## src/verilog/wwd_dummy_guard.sv

```systemverilog
`default_nettype none
`default_nettype wire

```

## src/verilog/wwd_pkg.sv

```systemverilog
/*
  Constants, register map and state types of the windowed supervisor.
  Assumes a single clock domain; the counter clock arrives as a synchronous level input.
*/
// Summary of operation
// - Counter clock divided by four; each prescaled tick decrements a 24-bit counter.
// - Timeout constants below 0xff are loaded as 0xff.
// - Writing 0xaa then 0x55 to the key register reloads the counter.
// - Counting starts only at the first key sequence after run enable is set.
// - Reaching zero without a reload raises a timeout event.
// - A reload while the counter is above the early limit is a timeout event.
// - With reset on timeout set, an expiry requests a chip reset.
// - Timeout flag survives the self-caused reset; software clears it.
// - Warning flag sets when the counter equals the alert compare value.
// - While enabled, a wrong key sequence is an immediate timeout event.
// - Once enabled, only a hardware or self-caused reset stops the timer.
// - With reload protect, constant writes accepted only below alert and early limits.
// - Clock lock keeps the counting clock source from being disabled.
// - Setup and constant writes take effect three counter-clock cycles later.
// - Counter is captured on the counter clock, then moved to the bus view.
// - Early limit resets to 0xffffff; constant and counter reset to 0xff.
// - Run enable and reset on timeout ignore writes of zero once set.
// - Timeout flag sets on expiry, key error, early reload or protected write; zero clears it.
// - Warning flag sets at the compare value; writing one clears it.
`default_nettype none
package wwd_pkg;
  // ----------------------------------------
  // Register map
  // ----------------------------------------
  localparam logic [11:0] OFS_SETUP = 12'h000;
  localparam logic [11:0] OFS_TC    = 12'h004;
  localparam logic [11:0] OFS_KEY   = 12'h008;
  localparam logic [11:0] OFS_VIEW  = 12'h00c;
  localparam logic [11:0] OFS_ALERT = 12'h014;
  localparam logic [11:0] OFS_EARLY = 12'h018;
  localparam int BIT_RUN  = 0;
  localparam int BIT_RST  = 1;
  localparam int BIT_TOF  = 2;
  localparam int BIT_WRN  = 3;
  localparam int BIT_PROT = 4;
  localparam int BIT_LOCK = 5;
  // ----------------------------------------
  // Values and timing
  // ----------------------------------------
  localparam logic [23:0] TC_RST    = 24'h0000ff;
  localparam logic [23:0] TC_MIN    = 24'h0000ff;
  localparam logic [23:0] CNT_RST   = 24'h0000ff;
  localparam logic [23:0] EARLY_RST = 24'hffffff;
  localparam logic [31:0] ALERT_RST = 32'h00000000;
  localparam logic [7:0]  KEY_FIRST  = 8'haa;
  localparam logic [7:0]  KEY_SECOND = 8'h55;
  localparam logic [1:0]  PRE_LAST   = 2'h3;
  localparam logic [1:0]  SYNC_CYC   = 2'h3;
  // ----------------------------------------
  // Types
  // ----------------------------------------
  typedef enum logic [1:0] {KEY_IDLE = 2'b00, KEY_HALF = 2'b01} wwd_key_t;
  typedef struct packed {
    logic run;
    logic rst;
    logic prot;
    logic lock;
  } wwd_mode_t;
  typedef struct packed {
    logic        sel;
    logic        enable;
    logic        write;
    logic [11:0] addr;
    logic [31:0] wdata;
  } wwd_apb_req_t;
  typedef struct packed {
    wwd_mode_t   mode_s;
    wwd_mode_t   eff;
    logic [23:0] tc_s;
    logic [23:0] tc_e;
    logic [31:0] alert;
    logic [23:0] early;
    logic [1:0]  pend;
    logic        tof;
    logic        wflag;
    wwd_key_t    key;
    logic        running;
    logic [23:0] cnt;
    logic [1:0]  pre;
    logic        cclk_q;
    logic [23:0] cap;
    logic [23:0] view;
    logic [31:0] rdata;
    logic        ready;
    logic        slverr;
    logic        rst_req;
  } wwd_state_t;
  localparam wwd_state_t ST_RST = '{tc_s: TC_RST, tc_e: TC_RST, alert: ALERT_RST, early: EARLY_RST,
                                    cnt: CNT_RST, cap: CNT_RST, view: CNT_RST, key: KEY_IDLE, default: '0};
endpackage
`default_nettype wire

```

## src/verilog/wwd_top.sv

```systemverilog
/*
  Windowed supervisor: APB register slave, prescaler, down-counter, key sequence, window check.
  Assumes counter_clock_i is a slow level synchronous to clk_i; the chip reset request is a one-cycle pulse.
*/
`timescale 1ns/1ps
`default_nettype none
module wwd_top (
  // Clock and reset
  input  wire logic              clk_i,
  input  wire logic              rst_i,
  input  wire logic              ce_i,
  // Counting clock level
  input  wire logic              counter_clock_i,
  // APB slave
  input  wire wwd_pkg::wwd_apb_req_t apb_i,
  output logic [31:0]            prdata_o,
  output logic                   pready_o,
  output logic                   pslverr_o,
  // System side
  output logic                   chip_reset_req_o,
  output logic                   warning_irq_o,
  output logic                   osc_lock_o
);
  // ----------------------------------------
  // State and helpers
  // ----------------------------------------
  wwd_pkg::wwd_state_t st_r;
  wwd_pkg::wwd_state_t st_nxt;
  wwd_pkg::wwd_state_t keep;
  logic        acc;
  logic        wr;
  logic        rd;
  logic        cclk_rise;
  logic        key_wr;
  logic        key_first;
  logic        feed_ok;
  logic        feed_err;
  logic        early_feed;
  logic        cnt_tick;
  logic        expire;
  logic        tc_wr;
  logic        tc_open;
  logic        tc_block;
  logic        tout;
  logic [23:0] reload;
  logic [23:0] cnt_dec;

  assign acc       = apb_i.sel & ~apb_i.enable;
  assign wr        = acc & apb_i.write;
  assign rd        = acc & ~apb_i.write;
  assign cclk_rise = counter_clock_i & ~st_r.cclk_q;
  assign key_wr    = wr && (apb_i.addr == wwd_pkg::OFS_KEY);
  assign key_first = key_wr && (apb_i.wdata[7:0] == wwd_pkg::KEY_FIRST);
  assign feed_ok   = key_wr && (st_r.key == wwd_pkg::KEY_HALF) && (apb_i.wdata[7:0] == wwd_pkg::KEY_SECOND);
  assign feed_err  = key_wr && !key_first && !feed_ok && st_r.eff.run;
  assign early_feed = feed_ok && st_r.running && (st_r.cnt > st_r.early);
  assign cnt_tick  = cclk_rise && st_r.running && (st_r.pre == wwd_pkg::PRE_LAST) && (st_r.cnt != 24'h000000);
  assign cnt_dec   = st_r.cnt - 24'h000001;
  assign expire    = cnt_tick && (st_r.cnt == 24'h000001);
  assign tc_wr     = wr && (apb_i.addr == wwd_pkg::OFS_TC);
  assign tc_open   = !st_r.eff.prot || (({8'h00, st_r.cnt} < st_r.alert) && (st_r.cnt < st_r.early));
  assign tc_block  = tc_wr && !tc_open;
  assign tout      = expire || feed_err || early_feed || tc_block;
  assign reload    = (st_r.tc_e < wwd_pkg::TC_MIN) ? wwd_pkg::TC_MIN : st_r.tc_e;

  // ----------------------------------------
  // Next state
  // ----------------------------------------
  always_comb begin
    st_nxt         = st_r;
    keep           = st_r;
    st_nxt.cclk_q  = counter_clock_i;
    st_nxt.ready   = acc;
    st_nxt.slverr  = 1'b0;
    st_nxt.rdata   = 32'h00000000;
    st_nxt.rst_req = 1'b0;
    // Bus clears come first so a same-cycle hardware set wins
    if (wr) begin
      case (apb_i.addr)
        wwd_pkg::OFS_SETUP: begin
          // Sticky bits: zero writes are ignored
          st_nxt.mode_s.run  = st_r.mode_s.run  | apb_i.wdata[wwd_pkg::BIT_RUN];
          st_nxt.mode_s.rst  = st_r.mode_s.rst  | apb_i.wdata[wwd_pkg::BIT_RST];
          st_nxt.mode_s.prot = st_r.mode_s.prot | apb_i.wdata[wwd_pkg::BIT_PROT];
          st_nxt.mode_s.lock = st_r.mode_s.lock | apb_i.wdata[wwd_pkg::BIT_LOCK];
          if (!apb_i.wdata[wwd_pkg::BIT_TOF]) begin
            st_nxt.tof = 1'b0;
          end
          if (apb_i.wdata[wwd_pkg::BIT_WRN]) begin
            st_nxt.wflag = 1'b0;
          end
          st_nxt.pend = wwd_pkg::SYNC_CYC;
        end
        wwd_pkg::OFS_TC: begin
          if (tc_open) begin
            st_nxt.tc_s = apb_i.wdata[23:0];
            st_nxt.pend = wwd_pkg::SYNC_CYC;
          end
        end
        wwd_pkg::OFS_ALERT: st_nxt.alert = apb_i.wdata;
        wwd_pkg::OFS_EARLY: st_nxt.early = apb_i.wdata[23:0];
        wwd_pkg::OFS_KEY:   st_nxt.slverr = 1'b0;
        wwd_pkg::OFS_VIEW:  st_nxt.slverr = 1'b0;
        default:            st_nxt.slverr = 1'b1;
      endcase
    end
    if (rd) begin
      case (apb_i.addr)
        wwd_pkg::OFS_SETUP: st_nxt.rdata = {26'h0000000, st_r.mode_s.lock, st_r.mode_s.prot,
                                            st_r.wflag, st_r.tof, st_r.mode_s.rst, st_r.mode_s.run};
        wwd_pkg::OFS_TC:    st_nxt.rdata = {8'h00, st_r.tc_s};
        wwd_pkg::OFS_VIEW:  st_nxt.rdata = {8'h00, st_r.view};
        wwd_pkg::OFS_ALERT: st_nxt.rdata = st_r.alert;
        wwd_pkg::OFS_EARLY: st_nxt.rdata = {8'h00, st_r.early};
        wwd_pkg::OFS_KEY:   st_nxt.rdata = 32'h00000000;
        default:            st_nxt.slverr = 1'b1;
      endcase
    end
    // Settings reach the counting logic only after three counter-clock edges
    if (cclk_rise && (st_r.pend != 2'h0)) begin
      st_nxt.pend = st_r.pend - 2'h1;
      if (st_r.pend == 2'h1 && !(wr && (apb_i.addr == wwd_pkg::OFS_SETUP || (tc_wr && tc_open)))) begin
        st_nxt.eff  = st_r.mode_s;
        st_nxt.tc_e = st_r.tc_s;
      end
    end
    if (wr && (apb_i.addr == wwd_pkg::OFS_SETUP || (tc_wr && tc_open))) begin
      st_nxt.pend = wwd_pkg::SYNC_CYC;
    end
    // Readback: lock on the counter clock, then hand across to the bus view
    if (cclk_rise) begin
      st_nxt.cap = st_r.cnt;
      if (st_r.running) begin
        st_nxt.pre = st_r.pre + 2'h1;
      end
    end
    st_nxt.view = st_r.cap;
    if (cnt_tick) begin
      st_nxt.cnt = cnt_dec;
      if ({8'h00, cnt_dec} == st_r.alert) begin
        st_nxt.wflag = 1'b1;
      end
    end
    // Key sequence
    if (key_wr) begin
      st_nxt.key = key_first ? wwd_pkg::KEY_HALF : wwd_pkg::KEY_IDLE;
    end
    if (feed_ok && st_r.eff.run) begin
      st_nxt.running = 1'b1;
      st_nxt.cnt     = reload;
      st_nxt.pre     = 2'h0;
    end
    if (tout) begin
      st_nxt.tof = 1'b1;
    end
    // Self reset: everything back to reset values except the flag, the reset request, the counter clock sample and the bus answer
    if (tout && st_r.eff.rst) begin
      keep           = st_nxt;
      st_nxt         = wwd_pkg::ST_RST;
      st_nxt.tof     = 1'b1;
      st_nxt.rst_req = 1'b1;
      st_nxt.cclk_q  = keep.cclk_q;
      st_nxt.ready   = keep.ready;
      st_nxt.rdata   = keep.rdata;
      st_nxt.slverr  = keep.slverr;
    end
  end

  // ----------------------------------------
  // State register
  // ----------------------------------------
  always_ff @(posedge clk_i or posedge rst_i) begin
    if (rst_i) begin
      st_r <= wwd_pkg::ST_RST;
    end else if (ce_i) begin
      st_r <= st_nxt;
    end
  end

  assign prdata_o         = st_r.rdata;
  assign pready_o         = st_r.ready;
  assign pslverr_o        = st_r.slverr;
  assign chip_reset_req_o = st_r.rst_req;
  assign warning_irq_o    = st_r.wflag;
  assign osc_lock_o       = st_r.eff.lock;

  // ----------------------------------------
  // Checks
  // ----------------------------------------
  property p_decrement;
    @(posedge clk_i) disable iff (rst_i || !ce_i)
      cnt_tick && !feed_ok && !(tout && st_r.eff.rst) |=> st_r.cnt == $past(st_r.cnt) - 24'h000001;
  endproperty
  a_decrement: assert property (p_decrement) else $error("counter did not step down by one");

  property p_min_load;
    @(posedge clk_i) disable iff (rst_i || !ce_i)
      feed_ok && st_r.eff.run && !(tout && st_r.eff.rst) |=> st_r.cnt >= 24'h0000ff && st_r.running;
  endproperty
  a_min_load: assert property (p_min_load) else $error("reload below minimum");

  property p_start_on_feed;
    @(posedge clk_i) disable iff (rst_i || !ce_i)
      $rose(st_r.running) |-> $past(feed_ok) && $past(st_r.eff.run);
  endproperty
  a_start_on_feed: assert property (p_start_on_feed) else $error("counter started without a feed");

  property p_expire_reset;
    @(posedge clk_i) disable iff (rst_i || !ce_i)
      expire && st_r.eff.rst |=> st_r.rst_req && st_r.tof ##1 !st_r.rst_req;
  endproperty
  a_expire_reset: assert property (p_expire_reset) else $error("expiry gave no reset pulse");

  property p_early;
    @(posedge clk_i) disable iff (rst_i || !ce_i)
      early_feed |=> st_r.tof;
  endproperty
  a_early: assert property (p_early) else $error("early reload not flagged");

  property p_flag_kept;
    @(posedge clk_i) disable iff (rst_i || !ce_i)
      st_r.rst_req |-> st_r.tof && !st_r.running;
  endproperty
  a_flag_kept: assert property (p_flag_kept) else $error("flag lost over self reset");

  property p_warn;
    @(posedge clk_i) disable iff (rst_i || !ce_i)
      cnt_tick && ({8'h00, cnt_dec} == st_r.alert) && !(tout && st_r.eff.rst) |=> st_r.wflag;
  endproperty
  a_warn: assert property (p_warn) else $error("warning flag missed");

  property p_key_err;
    @(posedge clk_i) disable iff (rst_i || !ce_i)
      feed_err |=> st_r.tof;
  endproperty
  a_key_err: assert property (p_key_err) else $error("bad key not flagged");

  property p_no_disable;
    @(posedge clk_i) disable iff (rst_i || !ce_i)
      st_r.eff.run |=> st_r.eff.run || st_r.rst_req;
  endproperty
  a_no_disable: assert property (p_no_disable) else $error("timer disabled by software");

  property p_protect;
    @(posedge clk_i) disable iff (rst_i || !ce_i)
      tc_block && !st_r.eff.rst |=> st_r.tof && st_r.tc_s == $past(st_r.tc_s);
  endproperty
  a_protect: assert property (p_protect) else $error("protected constant changed");

  property p_sync;
    @(posedge clk_i) disable iff (rst_i || !ce_i)
      $changed(st_r.eff) |-> st_r.rst_req || ($past(cclk_rise) && $past(st_r.pend) == 2'h1);
  endproperty
  a_sync: assert property (p_sync) else $error("setting applied off schedule");

  property p_prescale;
    @(posedge clk_i) disable iff (rst_i || !ce_i)
      cclk_rise && st_r.running && !feed_ok && !(tout && st_r.eff.rst) |=> st_r.pre == $past(st_r.pre) + 2'h1;
  endproperty
  a_prescale: assert property (p_prescale) else $error("prescaler skipped a counter clock");

  property p_load_floor;
    @(posedge clk_i) disable iff (rst_i || !ce_i)
      feed_ok && st_r.eff.run && !(tout && st_r.eff.rst) |=>
        st_r.cnt == (($past(st_r.tc_e) < wwd_pkg::TC_MIN) ? wwd_pkg::TC_MIN : $past(st_r.tc_e));
  endproperty
  a_load_floor: assert property (p_load_floor) else $error("reload value wrong");

  property p_idle_hold;
    @(posedge clk_i) disable iff (rst_i || !ce_i)
      !st_r.running && !feed_ok && !(tout && st_r.eff.rst) |=> st_r.cnt == $past(st_r.cnt);
  endproperty
  a_idle_hold: assert property (p_idle_hold) else $error("counter moved before first feed");

  property p_expire_flag;
    @(posedge clk_i) disable iff (rst_i || !ce_i)
      expire |=> st_r.tof;
  endproperty
  a_expire_flag: assert property (p_expire_flag) else $error("expiry not flagged");

  property p_hold_zero;
    @(posedge clk_i) disable iff (rst_i || !ce_i)
      st_r.running && st_r.cnt == 24'h000000 && !feed_ok && !(tout && st_r.eff.rst) |=> st_r.cnt == 24'h000000;
  endproperty
  a_hold_zero: assert property (p_hold_zero) else $error("counter left zero without a feed");

  property p_event_reset;
    @(posedge clk_i) disable iff (rst_i || !ce_i)
      tout && st_r.eff.rst |=> st_r.rst_req && st_r.tof && !st_r.running;
  endproperty
  a_event_reset: assert property (p_event_reset) else $error("timeout event gave no reset");

  property p_warn_kept;
    @(posedge clk_i) disable iff (rst_i || !ce_i)
      st_r.wflag && !(wr && apb_i.addr == wwd_pkg::OFS_SETUP && apb_i.wdata[wwd_pkg::BIT_WRN]) &&
        !(tout && st_r.eff.rst) |=> st_r.wflag;
  endproperty
  a_warn_kept: assert property (p_warn_kept) else $error("warning flag dropped without a clear");

  property p_rst_sticky;
    @(posedge clk_i) disable iff (rst_i || !ce_i)
      st_r.mode_s.rst |=> st_r.mode_s.rst || st_r.rst_req;
  endproperty
  a_rst_sticky: assert property (p_rst_sticky) else $error("reset bit cleared by software");

  property p_prot_sticky;
    @(posedge clk_i) disable iff (rst_i || !ce_i)
      st_r.mode_s.prot |=> st_r.mode_s.prot || st_r.rst_req;
  endproperty
  a_prot_sticky: assert property (p_prot_sticky) else $error("protect bit cleared by software");
endmodule
`default_nettype wire

```

## config.mk

```make
export PLATFORM = sky130hd
export DESIGN_NAME = wwd_top
export DESIGN_NICKNAME = d
export VERILOG_FILES = /design/src/verilog/wwd_dummy_guard.sv /design/src/verilog/wwd_pkg.sv /design/src/verilog/wwd_top.sv
export SDC_FILE = /design/constraint.sdc
export NUM_CORES = 1
export LEC_CHECK = 0
export ABC_CLOCK_PERIOD_IN_PS = 22900
export BUFFER_PORTS_ARGS = -buffer_cell sky130_fd_sc_hd__buf_2
export CORE_MARGIN = 2
export CORE_UTILIZATION = 60
export DETAILED_ROUTE_END_ITERATION = 7
export PLACE_DENSITY = 0.78
export SLEW_MARGIN = 0
export SYNTH_ARGS = -nofsm -noshare
export SYNTH_HDL_FRONTEND = slang
export SYNTH_SLANG_ARGS = --single-unit
```

## constraint.sdc

```tcl
create_clock -name clk_i -period 22.9 [get_ports clk_i]
set_clock_uncertainty 0.1 [all_clocks]
set_input_delay 4.58 -clock clk_i [delete_from_list [all_inputs] [get_ports clk_i]]
set_output_delay 4.58 -clock clk_i [all_outputs]
set_load 0.005 [all_outputs]
```

==> results_dict.tcl <==
set metrics [dict create \
    hold_buffers 0 \
    clock_latency_ps 540 \
    drv_cap 0 \
    max_slew_margin_pct 15.7 \
    fillers 1637 \
    start_util_pct 61.6 \
    io_pins 88 \
    yosysWarnings 0 \
    cts_sinks 228 \
    cts.clk_slew.worst_paths_ps 60 \
    crit_required_ps 23220 \
    final_common_cell "dfrtp_1" \
    drv_slew 0 \
    synth-edff-count 0 \
    io_buffers 87 \
    outcome "completed" \
    cts_resized 0 \
    wl_per_cell_um 23.1 \
    rsz0062_at_grt "no" \
    ys_ff_latch 228 \
    grt_max_degree 83 \
    syn_area_um2 12600 \
    syn_to_final_growth_pct 8.41 \
    hold_viol 0 \
    critPathMaxFanout 55 \
    cp-start-kind "primary input" \
    antenna_found_initial 0 \
    yosysSeqAreaShare_pct 46.0 \
    dr.pass1.iters 6 \
    grt-ovfl-total 0 \
    cts_htree_levels 1 \
    grt_usage_pct 32.8 \
    tritoncts "done" \
    drc 0 \
    grt_pass1_wl_mm 56.9 \
    fin_tns_setup_ps 0 \
    layout_common_cells "dfrtp_1, nand2_1, a22o_1" \
    crit_arrival_ps 8560 \
    synthCells 1256 \
    end_kind "register" \
    postCtsSetupBuffers 0 \
    cts_buffers 25 \
    core_um2 20400 \
    cts_buffer_depth 3 \
    root_buffer "clkbuf_16" \
    period_share_pct 36.0 \
    grt_pass1_vias 10100 \
    hold_class "register to register" \
    synth_ff_type "dfrtp_1" \
    fin_crit_ps 8240 \
    fmax_mhz 121 \
    worst_slew_pin_slew_ps 1260 \
    final_nets 1369 \
    gp_congestion 0.934 \
    setup_violations 0 \
    die_area_um2 22100 \
    diodes 0 \
    vdd_drop_max_v 0.0000568 \
    num_vias 10300 \
    antenna_left 0 \
    hpwl_mm 23.5 \
    synth_area_per_cell_um2 10.0 \
    power_uw 838 \
    drt-initial-drc-count 1051 \
    vias_per_cell 6.63 \
    syn_nets 1361 \
    crit_type "primary input to register" \
    die_h_um 149 \
    drive_gt1_share_pct 17.7 \
    ys_types 70 \
    die_x_um 149 \
    p_leak_nw 6.11 \
    p_per_area_nw_per_um2 61.4 \
    synth_async_sr_flop_share_pct 100 \
    wirelength_mm 35.8 \
    row_count 52 \
]
[where the power goes]
part | leakage [nW] | internal [mW] | switching (mW)
combinational | 2.78 | 0.00874 | 0.0239
sequential | 2.95 | 0.412 | 0.00305
clock | 0.384 | 0.224 | 0.166
total | 6.11 | 0.645 | 0.193
[routing by layer]
metal,up-vias,track usage (%),part of all wire (%)
met1,5161,46.4,42
met3,83,4.89,7.6
met5,-,0,0
met2,466,51.7,46
met4,0,12.2,4.0
li1,4576,-,-
[kinds of logic after synthesis]
logic type	synth area share [%]
compound gates	22.1
xor+xnor	2.51
fa+ha+maj	5.37
buf+inv	6.88
flops	46.0
mux	3.30
simple gates	13.8
[cells in the mapped netlist (11+ instances only)]
master     number  share of area (%)
inv_1          58                1.7
nor3_1         40                1.6
nand3_1        11               0.44
nor2b_1        11               0.55
clkbuf_1       54                1.6
nand4_1        11               0.55
o21ai_0        52                2.1
a21oi_1        64                2.5
nor2_1         75                2.2
mux2i_1        37                2.9
o22a_1         14               0.98
nor4_1         19               0.95
buf_4          36                2.1
dfrtp_1       164                 33
o2bb2ai_1      57                4.0
a221oi_1       25                1.7
dfstp_2        64                 13
ha_1           54                5.4
buf_2          18               0.72
nand2_1       113                3.4
a22o_1         93                6.5
xnor2_1        26                1.8
[sequential cells by signal (all words and copies together), names as in the netlist]
register / cells
prdata_o: 32
chip_reset_req_o: 1
osc_lock_o: 1
warning_irq_o: 1
pslverr_o: 1
st_r: 191
pready_o: 1
[stage by stage]
stage / util [%] / instance area, µm² / setup slack (ps) / cells / hold WS (ps)
final: 66.7 / 13600 / 14660 / 1552 / 377
after global placement: 62.9 / 12800 / 14460 / 1507 / 361
after detailed placement: 62.9 / 12800 / 14310 / 1507 / 368
after global routing: 66.7 / 13600 / 14470 / 1552 / 390
after CTS: 66.7 / 13600 / 14840 / 1552 / 382
after floorplan: - / 12600 / 12080 / 1256 / 342
[worst max-delay path, stage by stage]
cell and delay, ps:
buf_2 110, nor4_2 360, nand3_1 200, nor3_1 230, and2_1 930, o211ai_2 390, a31oi_4 220, buf_4 570
o21ai_1 550, a22o_1 380
[layout make-up]
cell class	instances	area, µm²	share of cell area, %
flip-flops and latches	228	5790	42.4
multi-input cells	848	5950	43.6
repair buffers	102	548	4.02
well taps	270	338	2.48
inverters	59	229	1.68
clock inverters	5	31.3	0.229
clock buffers	40	752	5.52
[path summary, 6_finish.rpt]
kind	startpoint	end	slack (ps)	cells after the start
max	apb_i[41]	st_r[81]	14660	10
min	st_r[114]	st_r[114]	380	1
max reg2reg	st_r[108]	st_r[81]	18100	11
min reg2reg	st_r[114]	st_r[114]	380	1
max in group asynchronous	rst_i	st_r[160]	17320	3
min in group asynchronous	rst_i	prdata_o[9]	4010	2
No activity file was read; power rests on OpenSTA's default activity.
